===== src/inc/eep_params.svh =====
`ifndef EEP_PARAMS_SVH
`define EEP_PARAMS_SVH

// Clock and least-time to cycle conversion (rounds up)
`define EEP_CLK_NS          20
`define EEP_CYC(ns)         (((ns) + `EEP_CLK_NS - 1) / `EEP_CLK_NS)

// Device timing, in ns
`define EEP_T_ACC_NS        150
`define EEP_T_OFF_NS        50
`define EEP_T_AS_NS         10
`define EEP_T_WPL_NS        100
`define EEP_T_DH_NS         10
`define EEP_T_DB_NS         50
`define EEP_T_WC_NS         1000000

// Device geometry
`define EEP_ADDR_W          11
`define EEP_XROW_BASE       11'h7E0
`define EEP_XROW_HI         11'h7FF

// Register byte offsets
`define EEP_OFF_CTRL        8'h00
`define EEP_OFF_ADDR        8'h04
`define EEP_OFF_WDATA       8'h08
`define EEP_OFF_STATUS      8'h0C
`define EEP_OFF_ISTAT       8'h10
`define EEP_OFF_IMASK       8'h14

// Control register fields
`define EEP_CTRL_START      0
`define EEP_CTRL_OP_LO      1
`define EEP_CTRL_OP_HI      2
`define EEP_CTRL_XROW       3

// Interrupt status fields
`define EEP_IRQ_DONE        0
`define EEP_IRQ_TMO         1

// Bus responses
`define EEP_RESP_OKAY       2'h0
`define EEP_RESP_SLVERR     2'h2

`endif


===== src/inc/eep_pkg.sv =====
package eep_pkg;

    typedef enum logic [2:0] {
        EEP_IDLE,
        EEP_RD_WAIT,
        EEP_RD_FLOAT,
        EEP_WR_SETUP,
        EEP_WR_PULSE,
        EEP_WR_HOLD,
        EEP_WAIT_BUSY,
        EEP_WAIT_READY
    } eep_state_e;

    typedef enum logic [1:0] {
        EEP_OP_READ,
        EEP_OP_WRITE,
        EEP_OP_CLEAR,
        EEP_OP_NONE
    } eep_op_e;

endpackage


===== src/logic/eep_host_ctrl.sv =====
// Notes on behaviour
// - A read drives chip select and output gate both low and only then samples the data pins.
// - No write starts while strobe or chip select is high or output gate low; idle pins hold that.
// - With address bit nine at high voltage, addresses 7E0 to 7FF reach the identification row.
// - High voltage on output gate with strobe and chip select low sets the main array to ones.
`timescale 1ns/1ps
`include "eep_params.svh"

module eep_host_ctrl
    import eep_pkg::*;
#(
    parameter int WC_CYCLES = `EEP_T_WC_NS / `EEP_CLK_NS
) (
    // Clock and reset
    input  wire logic                   clk,
    input  wire logic                   rst,
    // AXI4-Lite slave
    input  wire logic [7:0]             s_axi_awaddr,
    input  wire logic                   s_axi_awvalid,
    output logic                        s_axi_awready,
    input  wire logic [31:0]            s_axi_wdata,
    input  wire logic [3:0]             s_axi_wstrb,
    input  wire logic                   s_axi_wvalid,
    output logic                        s_axi_wready,
    output logic [1:0]                  s_axi_bresp,
    output logic                        s_axi_bvalid,
    input  wire logic                   s_axi_bready,
    input  wire logic [7:0]             s_axi_araddr,
    input  wire logic                   s_axi_arvalid,
    output logic                        s_axi_arready,
    output logic [31:0]                 s_axi_rdata,
    output logic [1:0]                  s_axi_rresp,
    output logic                        s_axi_rvalid,
    input  wire logic                   s_axi_rready,
    // Interrupt
    output logic                        irq,
    // Device pins
    output logic [`EEP_ADDR_W-1:0]      memAddr,
    output logic                        chipSelN,
    output logic                        outGateN,
    output logic                        writeStrobeN,
    output logic                        addrBitNineHv,
    output logic                        outGateHv,
    input  wire logic [7:0]             dataIn,
    output logic [7:0]                  dataOut,
    output logic                        dataOe,
    input  wire logic                   readyBusy
);

    localparam int READ_CYC  = `EEP_CYC(`EEP_T_ACC_NS);
    localparam int FLOAT_CYC = `EEP_CYC(`EEP_T_OFF_NS);
    localparam int AS_CYC    = `EEP_CYC(`EEP_T_AS_NS);
    localparam int WPL_CYC   = `EEP_CYC(`EEP_T_WPL_NS);
    localparam int DH_CYC    = `EEP_CYC(`EEP_T_DH_NS);
    localparam int DB_CYC    = `EEP_CYC(`EEP_T_DB_NS);

    function automatic logic [31:0] byte_merge(input logic [31:0] old,
                                                input logic [31:0] nw,
                                                input logic [3:0]  strb);
        logic [31:0] res;
        res = old;
        for (int i = 0; i < 4; i++) begin
            if (strb[i]) begin
                res[i*8 +: 8] = nw[i*8 +: 8];
            end
        end
        return res;
    endfunction

    eep_state_e                 state_ff;
    logic [31:0]                cnt_ff;
    logic [7:0]                 rdData_ff;
    logic                       doneEv_ff;
    logic                       tmoEv_ff;
    logic                       awHeld_ff;
    logic                       wHeld_ff;
    logic [7:0]                 awAddr_ff;
    logic [31:0]                wData_ff;
    logic [3:0]                 wStrb_ff;
    logic [31:0]                ctrl_ff;
    logic [31:0]                addrReg_ff;
    logic [31:0]                wdataReg_ff;
    logic [1:0]                 istat_ff;
    logic [1:0]                 imask_ff;
    logic                       doWr;
    logic                       go;
    eep_op_e                    goOp;
    logic [31:0]                ctrlNew;
    logic [31:0]                istatW1c;
    logic [31:0]                imaskNew;

    assign doWr     = awHeld_ff && wHeld_ff && !s_axi_bvalid;
    assign ctrlNew  = byte_merge(ctrl_ff, wData_ff, wStrb_ff);
    assign go       = doWr && (awAddr_ff == `EEP_OFF_CTRL) && ctrlNew[`EEP_CTRL_START];
    assign goOp     = eep_op_e'(ctrlNew[`EEP_CTRL_OP_HI:`EEP_CTRL_OP_LO]);
    assign istatW1c = (doWr && awAddr_ff == `EEP_OFF_ISTAT) ?
                      byte_merge(32'h0000_0000, wData_ff, wStrb_ff) : 32'h0000_0000;
    assign imaskNew = byte_merge({30'h0, imask_ff}, wData_ff, wStrb_ff);

    // Write channels: address and data taken independently, response after both
    always_ff @(posedge clk) begin
        if (rst) begin
            awHeld_ff     <= 1'b0;
            wHeld_ff      <= 1'b0;
            awAddr_ff     <= 8'h00;
            wData_ff      <= 32'h0000_0000;
            wStrb_ff      <= 4'h0;
            s_axi_awready <= 1'b0;
            s_axi_wready  <= 1'b0;
            s_axi_bvalid  <= 1'b0;
            s_axi_bresp   <= `EEP_RESP_OKAY;
        end else begin
            if (s_axi_awvalid && s_axi_awready) begin
                awHeld_ff     <= 1'b1;
                awAddr_ff     <= s_axi_awaddr;
                s_axi_awready <= 1'b0;
            end else if (!awHeld_ff) begin
                s_axi_awready <= 1'b1;
            end
            if (s_axi_wvalid && s_axi_wready) begin
                wHeld_ff     <= 1'b1;
                wData_ff     <= s_axi_wdata;
                wStrb_ff     <= s_axi_wstrb;
                s_axi_wready <= 1'b0;
            end else if (!wHeld_ff) begin
                s_axi_wready <= 1'b1;
            end
            if (doWr) begin
                s_axi_bvalid <= 1'b1;
                s_axi_bresp  <= (awAddr_ff > `EEP_OFF_IMASK || awAddr_ff[1:0] != 2'h0) ?
                                `EEP_RESP_SLVERR : `EEP_RESP_OKAY;
            end
            if (s_axi_bvalid && s_axi_bready) begin
                s_axi_bvalid <= 1'b0;
                awHeld_ff    <= 1'b0;
                wHeld_ff     <= 1'b0;
            end
        end
    end

    // Software registers; a start bit never stays set
    always_ff @(posedge clk) begin
        if (rst) begin
            ctrl_ff     <= 32'h0000_0000;
            addrReg_ff  <= 32'h0000_0000;
            wdataReg_ff <= 32'h0000_0000;
            imask_ff    <= 2'h0;
        end else if (doWr) begin
            case (awAddr_ff)
                `EEP_OFF_CTRL: begin
                    ctrl_ff                 <= ctrlNew & 32'h0000_000E;
                end
                `EEP_OFF_ADDR:  addrReg_ff  <= byte_merge(addrReg_ff, wData_ff, wStrb_ff);
                `EEP_OFF_WDATA: wdataReg_ff <= byte_merge(wdataReg_ff, wData_ff, wStrb_ff);
                `EEP_OFF_IMASK: imask_ff    <= imaskNew[1:0];
                default: ;
            endcase
        end
    end

    // Sticky events; a new event wins over a write-one-to-clear
    always_ff @(posedge clk) begin
        if (rst) begin
            istat_ff <= 2'h0;
            irq      <= 1'b0;
        end else begin
            istat_ff <= (istat_ff & ~istatW1c[1:0]) | {tmoEv_ff, doneEv_ff};
            irq      <= |(istat_ff & imask_ff);
        end
    end

    // Read channel
    always_ff @(posedge clk) begin
        if (rst) begin
            s_axi_arready <= 1'b0;
            s_axi_rvalid  <= 1'b0;
            s_axi_rdata   <= 32'h0000_0000;
            s_axi_rresp   <= `EEP_RESP_OKAY;
        end else if (s_axi_arvalid && s_axi_arready) begin
            s_axi_arready <= 1'b0;
            s_axi_rvalid  <= 1'b1;
            s_axi_rresp   <= `EEP_RESP_OKAY;
            case (s_axi_araddr)
                `EEP_OFF_CTRL:   s_axi_rdata <= ctrl_ff;
                `EEP_OFF_ADDR:   s_axi_rdata <= addrReg_ff & 32'h0000_07FF;
                `EEP_OFF_WDATA:  s_axi_rdata <= wdataReg_ff & 32'h0000_00FF;
                `EEP_OFF_STATUS: s_axi_rdata <= {16'h0000, rdData_ff, 6'h00, readyBusy,
                                                 state_ff != EEP_IDLE};
                `EEP_OFF_ISTAT:  s_axi_rdata <= {30'h0, istat_ff};
                `EEP_OFF_IMASK:  s_axi_rdata <= {30'h0, imask_ff};
                default: begin
                    s_axi_rdata <= 32'h0000_0000;
                    s_axi_rresp <= `EEP_RESP_SLVERR;
                end
            endcase
        end else if (s_axi_rvalid && s_axi_rready) begin
            s_axi_rvalid  <= 1'b0;
            s_axi_arready <= 1'b1;
        end else if (!s_axi_rvalid) begin
            s_axi_arready <= 1'b1;
        end
    end

    // Device pin sequencer
    always_ff @(posedge clk) begin
        if (rst) begin
            state_ff      <= EEP_IDLE;
            cnt_ff        <= 32'h0000_0000;
            chipSelN      <= 1'b1;
            outGateN      <= 1'b1;
            writeStrobeN  <= 1'b1;
            addrBitNineHv <= 1'b0;
            outGateHv     <= 1'b0;
            dataOe        <= 1'b0;
            dataOut       <= 8'h00;
            memAddr       <= '0;
            rdData_ff     <= 8'h00;
            doneEv_ff     <= 1'b0;
            tmoEv_ff      <= 1'b0;
        end else begin
            doneEv_ff <= 1'b0;
            tmoEv_ff  <= 1'b0;
            cnt_ff    <= cnt_ff + 32'h0000_0001;
            case (state_ff)
                EEP_IDLE: begin
                    cnt_ff <= 32'h0000_0000;
                    if (go && readyBusy && goOp != EEP_OP_NONE) begin
                        addrBitNineHv <= ctrlNew[`EEP_CTRL_XROW];
                        memAddr       <= ctrlNew[`EEP_CTRL_XROW] ?
                                         (`EEP_XROW_BASE | {6'h00, addrReg_ff[4:0]}) :
                                         addrReg_ff[`EEP_ADDR_W-1:0];
                        chipSelN      <= 1'b0;
                        if (goOp == EEP_OP_READ) begin
                            outGateN <= 1'b0;
                            state_ff <= EEP_RD_WAIT;
                        end else begin
                            outGateN  <= 1'b1;
                            outGateHv <= (goOp == EEP_OP_CLEAR);
                            dataOe    <= (goOp == EEP_OP_WRITE);
                            dataOut   <= wdataReg_ff[7:0];
                            state_ff  <= EEP_WR_SETUP;
                        end
                    end
                end
                EEP_RD_WAIT: begin
                    if (cnt_ff == 32'(READ_CYC - 1)) begin
                        rdData_ff <= dataIn;
                        chipSelN  <= 1'b1;
                        outGateN  <= 1'b1;
                        cnt_ff    <= 32'h0000_0000;
                        state_ff  <= EEP_RD_FLOAT;
                    end
                end
                EEP_RD_FLOAT: begin
                    if (cnt_ff == 32'(FLOAT_CYC - 1)) begin
                        addrBitNineHv <= 1'b0;
                        doneEv_ff     <= 1'b1;
                        state_ff      <= EEP_IDLE;
                    end
                end
                EEP_WR_SETUP: begin
                    if (cnt_ff == 32'(AS_CYC - 1)) begin
                        writeStrobeN <= 1'b0;
                        cnt_ff       <= 32'h0000_0000;
                        state_ff     <= EEP_WR_PULSE;
                    end
                end
                EEP_WR_PULSE: begin
                    if (cnt_ff == 32'(WPL_CYC - 1)) begin
                        writeStrobeN <= 1'b1;
                        cnt_ff       <= 32'h0000_0000;
                        state_ff     <= EEP_WR_HOLD;
                    end
                end
                EEP_WR_HOLD: begin
                    if (cnt_ff == 32'(DH_CYC - 1)) begin
                        chipSelN      <= 1'b1;
                        dataOe        <= 1'b0;
                        outGateHv     <= 1'b0;
                        addrBitNineHv <= 1'b0;
                        cnt_ff        <= 32'h0000_0000;
                        state_ff      <= EEP_WAIT_BUSY;
                    end
                end
                EEP_WAIT_BUSY: begin
                    // Ready/busy may not have fallen yet; ignore it for the busy delay
                    if (cnt_ff == 32'(DB_CYC - 1)) begin
                        state_ff <= EEP_WAIT_READY;
                    end
                end
                EEP_WAIT_READY: begin
                    if (readyBusy) begin
                        doneEv_ff <= 1'b1;
                        state_ff  <= EEP_IDLE;
                    end else if (cnt_ff >= 32'(WC_CYCLES)) begin
                        tmoEv_ff  <= 1'b1;
                        state_ff  <= EEP_IDLE;
                    end
                end
                default: state_ff <= EEP_IDLE;
            endcase
        end
    end

    read_gate_a: assert property (@(posedge clk) disable iff (rst)
        dataOe |-> outGateN)
        else $error("data driven while output gate low");

    read_sample_a: assert property (@(posedge clk) disable iff (rst)
        state_ff == EEP_RD_WAIT |-> !chipSelN && !outGateN && !dataOe)
        else $error("read without both selects low");

    standby_idle_a: assert property (@(posedge clk) disable iff (rst)
        state_ff == EEP_IDLE |-> chipSelN && writeStrobeN && !dataOe)
        else $error("idle pins not in standby");

    strobe_width_a: assert property (@(posedge clk) disable iff (rst)
        $fell(writeStrobeN) |-> !writeStrobeN [*5] ##1 writeStrobeN)
        else $error("write strobe width wrong");

    write_inhibit_a: assert property (@(posedge clk) disable iff (rst)
        !writeStrobeN |-> !chipSelN && outGateN)
        else $error("strobe low with write inhibited");

    addr_hold_a: assert property (@(posedge clk) disable iff (rst)
        !writeStrobeN && !$past(writeStrobeN) |-> $stable(memAddr) && $stable(dataOut))
        else $error("address moved during strobe");

    data_latch_a: assert property (@(posedge clk) disable iff (rst)
        $rose(writeStrobeN) && !outGateHv |-> dataOe && !chipSelN)
        else $error("data or select gone at strobe rise");

    busy_strobe_a: assert property (@(posedge clk) disable iff (rst)
        state_ff == EEP_WAIT_READY && !readyBusy |=> writeStrobeN [*2])
        else $error("strobe while device busy");

    xrow_addr_a: assert property (@(posedge clk) disable iff (rst)
        addrBitNineHv |-> memAddr >= `EEP_XROW_BASE && memAddr <= `EEP_XROW_HI)
        else $error("extra row outside 7E0..7FF");

    clear_pins_a: assert property (@(posedge clk) disable iff (rst)
        outGateHv && !writeStrobeN |-> !chipSelN && !dataOe && outGateN)
        else $error("chip clear pins wrong");

    irq_level_a: assert property (@(posedge clk) disable iff (rst)
        ##1 irq == |($past(istat_ff) & $past(imask_ff)))
        else $error("interrupt level mismatch");

endmodule


===== config.mk =====
export PLATFORM = sky130hd
export DESIGN_NAME = eep_host_ctrl
export DESIGN_NICKNAME = d
export VERILOG_FILES = /design/src/inc/eep_pkg.sv /design/src/logic/eep_host_ctrl.sv
export VERILOG_INCLUDE_DIRS = /design/src /design/src/inc
export SDC_FILE = /design/constraint.sdc
export NUM_CORES = 1
export LEC_CHECK = 0
export BUFFER_PORTS_ARGS = -buffer_cell sky130_fd_sc_hd__buf_2
export CAP_MARGIN = 20
export CORE_ASPECT_RATIO = 0.7
export CORE_MARGIN = 2
export CORE_UTILIZATION = 40
export DETAILED_ROUTE_END_ITERATION = 10
export PLACE_DENSITY_LB_ADDON = 0.25
export SLEW_MARGIN = 10
export SYNTH_ARGS = -nofsm -noshare
export SYNTH_HDL_FRONTEND = slang
export SYNTH_SLANG_ARGS = --single-unit

===== constraint.sdc =====
create_clock -name clk -period 5.95 [get_ports clk]
set_input_delay 0.2975 -clock clk [delete_from_list [all_inputs] [get_ports clk]]
set_output_delay 0.2975 -clock clk [all_outputs]
set_load 0.05 [all_outputs]

==> impl_metrics.ini, run 1 <==
[global_routing]
track_usage = 0.178
grt_pass1_vias = 4500
grt_max_degree = 76
grt_antenna_before_repair = 0
overflow = 0
grt_pass1_wl_um = 23800

[clock_network]
ctsResizeCount = 0
cts.sinks = 143
cts_setup_buffers = 0
cts_tree = done
clk_latency_ns = 0.42
clock_path_buffers = 2
clk_pin_slew_ns = 0.07
cts-root-buf = clkbuf_16
cts.hold.buffers_added = 0
cts_inserted_buffers = 17
htreeDepth = 4

[place]
io_buffer_count = 93
post-dp-hpwl_um = 10300
place_ws_ns = 2.65
dp_cells = 976
gp_congestion = 0.821

[synth]
synth.top_cell.area_share = 0.461
synth_most_common_cell = dfxtp_1
yosysSeqAreaShare = 0.461
ys_ff_latch = 143
yosys-top-cells-count = 143 x dfxtp_1, 121 x nor2_1, 88 x nand2_1
synth_area_um2 = 6210
synthCells = 718
synth_top_flop_cell = dfxtp_1
synth_edf_count = 0
syn_area_per_cell_um2 = 8.65
ys_warn_count = 0
synth_area_leaders = dfxtp_1 46%, mux2i_1 9.0%, nor2_1 7.3%
yosys.cell_types.count = 57
async_flop_share = 0
synth_top_cell_by_area = dfxtp_1

[critical_path]
critPathKind = reg -> reg
crit_family = simple AND/OR/NAND/NOR gates
crit_path_cell_trace = or4_1 -> nor4_2 -> and4_1 -> nand2_1 -> mux2i_1 -> nor2_1
start_kind = flip-flop
slowest_stage = and4_1
worst_setup_path_end_kind = flip-flop
critPathBufInv = 0
cp_data_required_time_ns = 6.22
critPathMaxStageDelay_ns = 0.93
cp.arrival_ns = 3.62
worstPathMaxFanout = 22

[route]
dr.pass1.iters = 4
drtIter0Drc = 409
routed_wl_um = 14600
drc = 0
antenna_left = 0
routed_via_density = 5.04
num_vias = 5082
post_drt_wl_per_cell_um = 14.5

[die]
initial_core_util = 0.405
die_y_um = 108
die_w_um = 153
die_area_um2 = 16600
ios = 135
rows = 38
core_area_um2 = 15400

[worst_hold_path]
hold_class = in -> reg

[timing]
finalHoldViolations = 0
min_period_ns = 3.35
fin_crit_sh = 0.563
fin_tns_setup_ns = 0
fmax_mhz = 299
setup_viol = 0
rsz0062_at_grt = no
slew_headroom = 0.339
finalMaxSlewViolations = 0
layout_setup_ws_ns = 2.60
worst_pin_slew_ns = 0.991
fin_skew_ns = 0.0115

[power_and_ir_drop]
peakVddDrop_v = 0.000184
p_leak_nw = 2.90
p_per_area_nw_per_um2 = 296

[cells_and_area]
diodes = 0
fin_nets = 866
fillerInstances = 1505
fin_cells = 1008
syn2layout_area_growth_pct = 18.1
drive_above_1_share = 0.181

[outcome]
status = finished clean

[flow_run]
drv_cap = 0
## tightest hold or removal path: stages
cell and delay, ns:
buf_2 0.08, mux2i_1 0.05, nor2_1 0.07
## logic make-up (layout without fill, tap and decap cells)
kind of cell               Yosys count  in the layout  synth area share
DFF                                143            143             0.461
adders and majority gates            3              3           0.00604
xor gates and xnor gates            27             27            0.0381
other                                1             18          0.000604
and+or+nand+nor                    306            306             0.228
muxes                               60             60            0.0975
AOI/OAI and AO/OA                  111            111             0.114
buffers and inverters               67            140            0.0544
## where the power goes
part           switching [mW]  internal [mW]
logic                  0.0813         0.0290
clock network           0.446          0.634
registers              0.0120          0.968
## layer usage
metal / global-route usage / up-vias / share of wire
met1: 0.287 / 2325 / 0.56
met5: 0 / - / 0
li1: - / 2611 / -
met2: 0.227 / 131 / 0.37
met3: 0.0417 / 15 / 0.059
met4: 0.0556 / 0 / 0.011
## registers in the layout (all words and copies together), names as in the netlist, 2 cells and up
name / count
wdataReg_ff: 8
wData_ff: 11
istat_ff: 2
imask_ff: 2
ctrl_ff: 3
rdData_ff: 8
addrReg_ff: 11
cnt_ff: 32
awAddr_ff: 8
memAddr: 11
state_ff: 3
wStrb_ff: 2
dataOut: 8
s_axi_rdata: 16
## per-stage QoR
step	area [um2]	hold WS, ns	power [mW]	utilization
after CTS	7340	0.109	2.19	0.478
after global placement	6740	0.427	1.11	0.439
after floorplan	6280	0.413	1.09	-
after detailed placement	6740	0.437	1.11	0.439
final	7340	0.114	2.17	0.478
after global routing	7340	0.114	2.24	0.478
## layout by cell type, fill, tap and decap left out, types with 7 or more instances in the layout
cell	count
a211oi_1	7
a21oi_1	42
a22oi_1	8
buf_2	93
clkbuf_16	17
conb_1	18
dfxtp_1	143
inv_1	9
mux2i_1	56
nand2_1	88
nand3_1	18
nor2_1	121
nor2b_1	7
nor3_1	15
nor4_1	7
o21ai_0	18
or4_1	8
xnor2_1	14
xor2_1	13
## worst paths after layout
kind	slack, ns	startpoint	endpoint	depth (start not counted)
min	0.11	dataIn[5]	rdData_ff[5]	3
max reg2reg	2.60	awAddr_ff[1]	dataOut[0]	6
max	2.60	awAddr_ff[1]	dataOut[0]	6
min reg2reg	0.45	tmoEv_ff	istat_ff[1]	2
## cell type report
type,count,area (um2),share of cell area
multi-input combinational,525,3080,0.420
timing repair buffer,98,503,0.0686
sequential,143,2860,0.390
tap,200,250,0.0341
clock buffer,18,429,0.0585
inverter,10,37.5,0.00512
clock inverter,14,170,0.0232
Power figures use the tool's default switching activity.
==> inputs of run 2 (changes only) <==
- clock period: 5.95 -> 2.7 ns (I/O delays scaled with it)
==> run 2 against run 1 <==
Compared with the run above: clock power is 120% higher; largest cell class unchanged; worst setup slack got worse by 2.3 ns; die area unchanged; first-iteration DRC count up 9.0%; power is 120% higher; non-clock buffer count is 43 higher.
==> impl_metrics.ini, run 2 (synthesis gave the netlist of run 1 again) <==
[die]
die_y_um = 108
die_w_um = 153
initial_core_util = 0.405
rows = 38
ios = 135
core_area_um2 = 15400
die_area_um2 = 16600

[power_and_ir_drop]
switching_power_mw = 1.23
p_leak_nw = 3.10
p_sw_frac = 0.251
p_per_area_nw_per_um2 = 629
peakVddDrop_v = 0.000443
power_mw = 4.88
pwr-share-comb = 0.059
seqPwrFrac = 0.442
clkPwrFrac = 0.499
p_int_mw = 3.65

[place]
gp_congestion = 0.815
dp_cells = 989
post-dp-hpwl_um = 10700
dpl-instance-area_um2 = 6850
io_buffer_count = 93

[cells_and_area]
fin_cells = 1051
final_cell_mix = 143 x dfxtp_1, 121 x nor2_1, 93 x buf_2
largest_reg_flops = 32
design_area_um2 = 7760
reg_top3 = cnt_ff: 32 flops, s_axi_rdata: 16 flops
layout_commonest_cell = dfxtp_1
multiInputGateArea_um2 = 3080
fillerInstances = 1505
diodes = 0
seqCellArea_um2 = 2860
fin_nets = 909
syn2layout_area_growth_pct = 24.8
drive_above_1_share = 0.188
largest_register = cnt_ff
post-route-util = 0.505

[worst_hold_path]
worstHoldPathCells = 3
min_from = s_axi_rready
holdPathEnd = s_axi_rvalid
hold_class = in -> reg

[timing]
worst_pin_slew_ns = 0.718
slew_headroom = 0.522
fin_crit_sh = 0.885
setup_viol = 0
fmax_mhz = 419
min_period_ns = 2.39
fin_skew_ns = 0.0126
finalMaxSlewViolations = 0
fin_tns_setup_ns = 0
rsz0062_at_grt = no
finalHoldViolations = 0

[critical_path]
rr_startpoint = cnt_ff[12]
worstPathMaxFanout = 7
worst_setup_path_end_kind = flip-flop
r2r_slack_ns = 0.31
worstReg2RegEnd = state_ff[0]
critPathKind = reg -> reg
cp_data_required_time_ns = 3.04
cp.arrival_ns = 2.73
worstRegToRegCells = 6
start_kind = flip-flop

[clock_network]
cts-root-buf = clkbuf_16
cts_tree = done
ctsResizeCount = 0
clk_latency_ns = 0.42
clock_path_buffers = 2
cts_inserted_buffers = 17
htreeDepth = 4
cts.sinks = 143
clk_pin_slew_ns = 0.07
cts_setup_buffers = 0

[route]
post_drt_wl_per_cell_um = 14.6
routed_wl_um = 15400
antenna_left = 0
dr.pass1.iters = 5
routed_via_density = 5.04
drtIter0Drc = 446
drc = 0
num_vias = 5302

[flow_run]
drv_cap = 0

[outcome]
status = finished clean

[global_routing]
grt_max_degree = 59
track_usage = 0.187
overflow = 0
grt_antenna_before_repair = 0
grt_pass1_wl_um = 24800
grt_pass1_vias = 4759
-- run 2: power by group through the flow --
stage | sequential (mW) | clock [mW] | combinational, mW
floorplan | 2.22 | 0 | 0.180
global placement | 2.20 | 0 | 0.250
detailed placement | 2.20 | 0 | 0.253
CTS | 2.16 | 2.48 | 0.287
global route | 2.16 | 2.58 | 0.312
finish | 2.16 | 2.43 | 0.289
-- run 2: how the worst max path moves through the flow --
stage,to,depth (start not counted),start
2_1_floorplan,state_ff[2],6,s_axi_bvalid
3_3_place_gp,rdData_ff[3],7,cnt_ff[23]
3_5_place_dp,state_ff[0],6,cnt_ff[12]
4_1_cts,state_ff[0],6,cnt_ff[12]
5_1_grt,dataOut[2],6,awAddr_ff[1]
6_report,state_ff[0],6,cnt_ff[12]
-- run 2: critical path, cell delays in order (launching register included) --
cell	delay, ns
dfxtp_1	0.36
nor4_4	0.36
nand4_2	0.24
or3_1	0.50
o31a_1	0.34
or4_1	0.40
a21oi_1	0.12
-- run 2: area by class of cell --
class | instances | area share
Sequential cell | 143 | 0.369
Clock buffer | 18 | 0.0566
Inverter | 10 | 0.00484
Clock inverter | 14 | 0.0219
Multi-Input combinational cell | 525 | 0.397
Tap cell | 200 | 0.0323
Timing Repair Buffer | 141 | 0.118
-- run 2: repair_timing --
item,4_1_cts,5_1_grt
hold endpoints to repair,30,0
endpoints found under the setup margin,0,0
hold buffers,30,0
-- run 2: layer usage --
layer	part of all wire	GRT usage	vias up
li1	-	-	2699
met1	0.56	0.305	2447
met2	0.38	0.241	148
met3	0.051	0.0409	8
met4	0.0047	0.0483	0
met5	0	0	-
-- run 2: through the flow --
stage / worst slack [ns] / hold slack (ns)
5_1_grt: 0.158 / 0.0263
3_3_place_gp: 0.357 / 0.370
6_report: 0.312 / 0.0357
3_5_place_dp: 0.348 / 0.379
2_1_floorplan: 0.368 / 0.271
4_1_cts: 0.311 / 0.0162
==> inputs of run 3 (changes only) <==
- CELL_PAD_IN_SITES_DETAIL_PLACEMENT: default -> 1
- CELL_PAD_IN_SITES_GLOBAL_PLACEMENT: default -> 1
- CORE_UTILIZATION: 40 -> 36
==> run 3 against run 2 <==
Compared with the run above: cell area down 0.29%; count of clock-buffer cells in the layout down 1; final cell count up 2.0%; via count up 1.6%; sequential share of layout area up 0.11 points; first-iteration DRC count down 40%; utilization down 5.1 points; critical path depth up 1.
==> impl_metrics.ini, run 3 (synthesis gave the netlist of run 1 again) <==
[outcome]
status = finished clean

[cells_and_area]
layout_commonest_cell = dfxtp_1
diodes = 0
largest_reg_flops = 32
seqCellArea_um2 = 2860
syn2layout_area_growth_pct = 24.5
fin_nets = 899
final_cell_mix = 143 x dfxtp_1, 121 x nor2_1, 93 x buf_2
largest_register = cnt_ff
multiInputGateArea_um2 = 3090
fillerInstances = 2025
drive_above_1_share = 0.187
reg_top3 = cnt_ff: 32 flops, s_axi_rdata: 16 flops

[global_routing]
overflow = 0
top_usage_layer = met2
use_met2 = 0.314
track_usage = 0.203
grt_pass1_vias = 5676
grtUsageMet1 = 0.284
grt_pass1_wl_um = 29500
use_met3 = 0.0491
grt_max_degree = 84
grt_antenna_before_repair = 0

[die]
rows = 40
core_area_um2 = 17000
die_w_um = 161
die_y_um = 114
initial_core_util = 0.365
die_area_um2 = 18300
ios = 135

[critical_path]
start_kind = flip-flop
rr_startpoint = cnt_ff[24]
worstPathMaxFanout = 9
cp_data_required_time_ns = 3.01
worst_setup_path_end_kind = flip-flop
startpoint = cnt_ff[24]
cp.arrival_ns = 2.84
critPathKind = reg -> reg

[clock_network]
cts_inserted_buffers = 17
htreeDepth = 4
clk_latency_ns = 0.42
clk_pin_slew_ns = 0.07
cts-root-buf = clkbuf_16
cts_tree = done
cts.sinks = 143
cts_setup_buffers = 0
clock_path_buffers = 2

[timing]
finalHoldViolations = 0
fin_tns_setup_ns = 0
setup_viol = 0
fin_crit_sh = 0.935
slew_headroom = 0.568
min_period_ns = 2.52
fmax_mhz = 396
finalMaxSlewViolations = 0
rsz0062_at_grt = no
fin_skew_ns = 0.0116
worst_pin_slew_ns = 0.649

[route]
dr.pass1.iters = 4
num_vias = 5385
antenna_left = 0
drtIter0Drc = 267
drc = 0
routed_wl_um = 18300
post_drt_wl_per_cell_um = 17.1
routed_via_density = 5.02

[power_and_ir_drop]
p_per_area_nw_per_um2 = 639
peakVddDrop_v = 0.000399
power_mw = 4.94
p_leak_nw = 3.07

[worst_hold_path]
hold_class = in -> reg
min_from = dataIn[2]

[flow_run]
drv_cap = 0

[place]
post-dp-hpwl_um = 13000
io_buffer_count = 93
gp_congestion = 0.872
==> run 3: cell types whose count changed in the layout (fill, tap and decap cells not counted) <==
cell           previous run  this run
clkinv_4                  0         2
nand2_2                   0         1
nand2_1                  88        87
bufinv_16                 2         3
clkinv_2                  0         1
buf_4                    17        12
clkinvlp_4                4         1
buf_12                    1         2
inv_6                     4         5
clkbuf_8                  1         0
dlygate4sd3_1            30        24
inv_8                     4         3
==> run 3: cell type report <==
class                      instances  area share
tap                              231      0.0374
inverter                          10     0.00485
multi-input combinational        525       0.399
timing repair buffer             131       0.108
clock inverter                    15      0.0256
sequential                       143       0.370
clock buffer                      17      0.0550
==> run 3: what timing repair did <==
| item | 4_1_cts | 5_1_grt |
|---|---|---|
| resized for setup | 0 | 1 |
| setup endpoints to repair | 0 | 1 |
| hold endpoints to repair | 24 | 0 |
| hold buffers | 24 | 0 |
==> run 3: final timing paths <==
path                                     end  cells past startpoint  slack (ns)
worst min-delay path            rdData_ff[2]                      3        0.02
worst max register to register  rdData_ff[3]                      7        0.18
worst min register to register   istat_ff[0]                      2        0.44
worst max-delay path            rdData_ff[3]                      7        0.18
==> run 3: worst max-delay path, cell delays in order (launching register included) <==
cell	delay, ns
dfxtp_1	0.36
nor4_1	0.40
nand2_2	0.21
or3_1	0.56
nor4_2	0.28
buf_4	0.25
mux2i_1	0.28
nor2_1	0.07
==> run 3: routing by layer <==
metal / share of wire / up-vias / wire [um]
met2: 0.42 / 115 / 7760
met4: 0.011 / 0 / 195
met1: 0.52 / 2587 / 9500
li1: - / 2669 / -
met5: 0 / - / 0
met3: 0.048 / 14 / 883
==> run 3: stage by stage <==
step | hold slack (ns) | utilization | instance area [um2] | std cells | setup slack, ns
3_5_place_dp | 0.381 | 0.404 | 6870 | 1016 | 0.168
5_1_grt | 0.0166 | 0.454 | 7730 | 1072 | 0.0206
6_report | 0.0194 | 0.454 | 7730 | 1072 | 0.175
4_1_cts | 0.00850 | 0.454 | 7730 | 1072 | 0.152
2_1_floorplan | 0.271 | - | 6280 | 735 | 0.368
3_3_place_gp | 0.370 | 0.404 | 6870 | 1016 | 0.318
==> run 3: power by group <==
group / internal [mW] / switching, mW
logic: 0.0901 / 0.192
clock network: 1.49 / 1.01
registers: 2.13 / 0.0258
total: 3.71 / 1.23
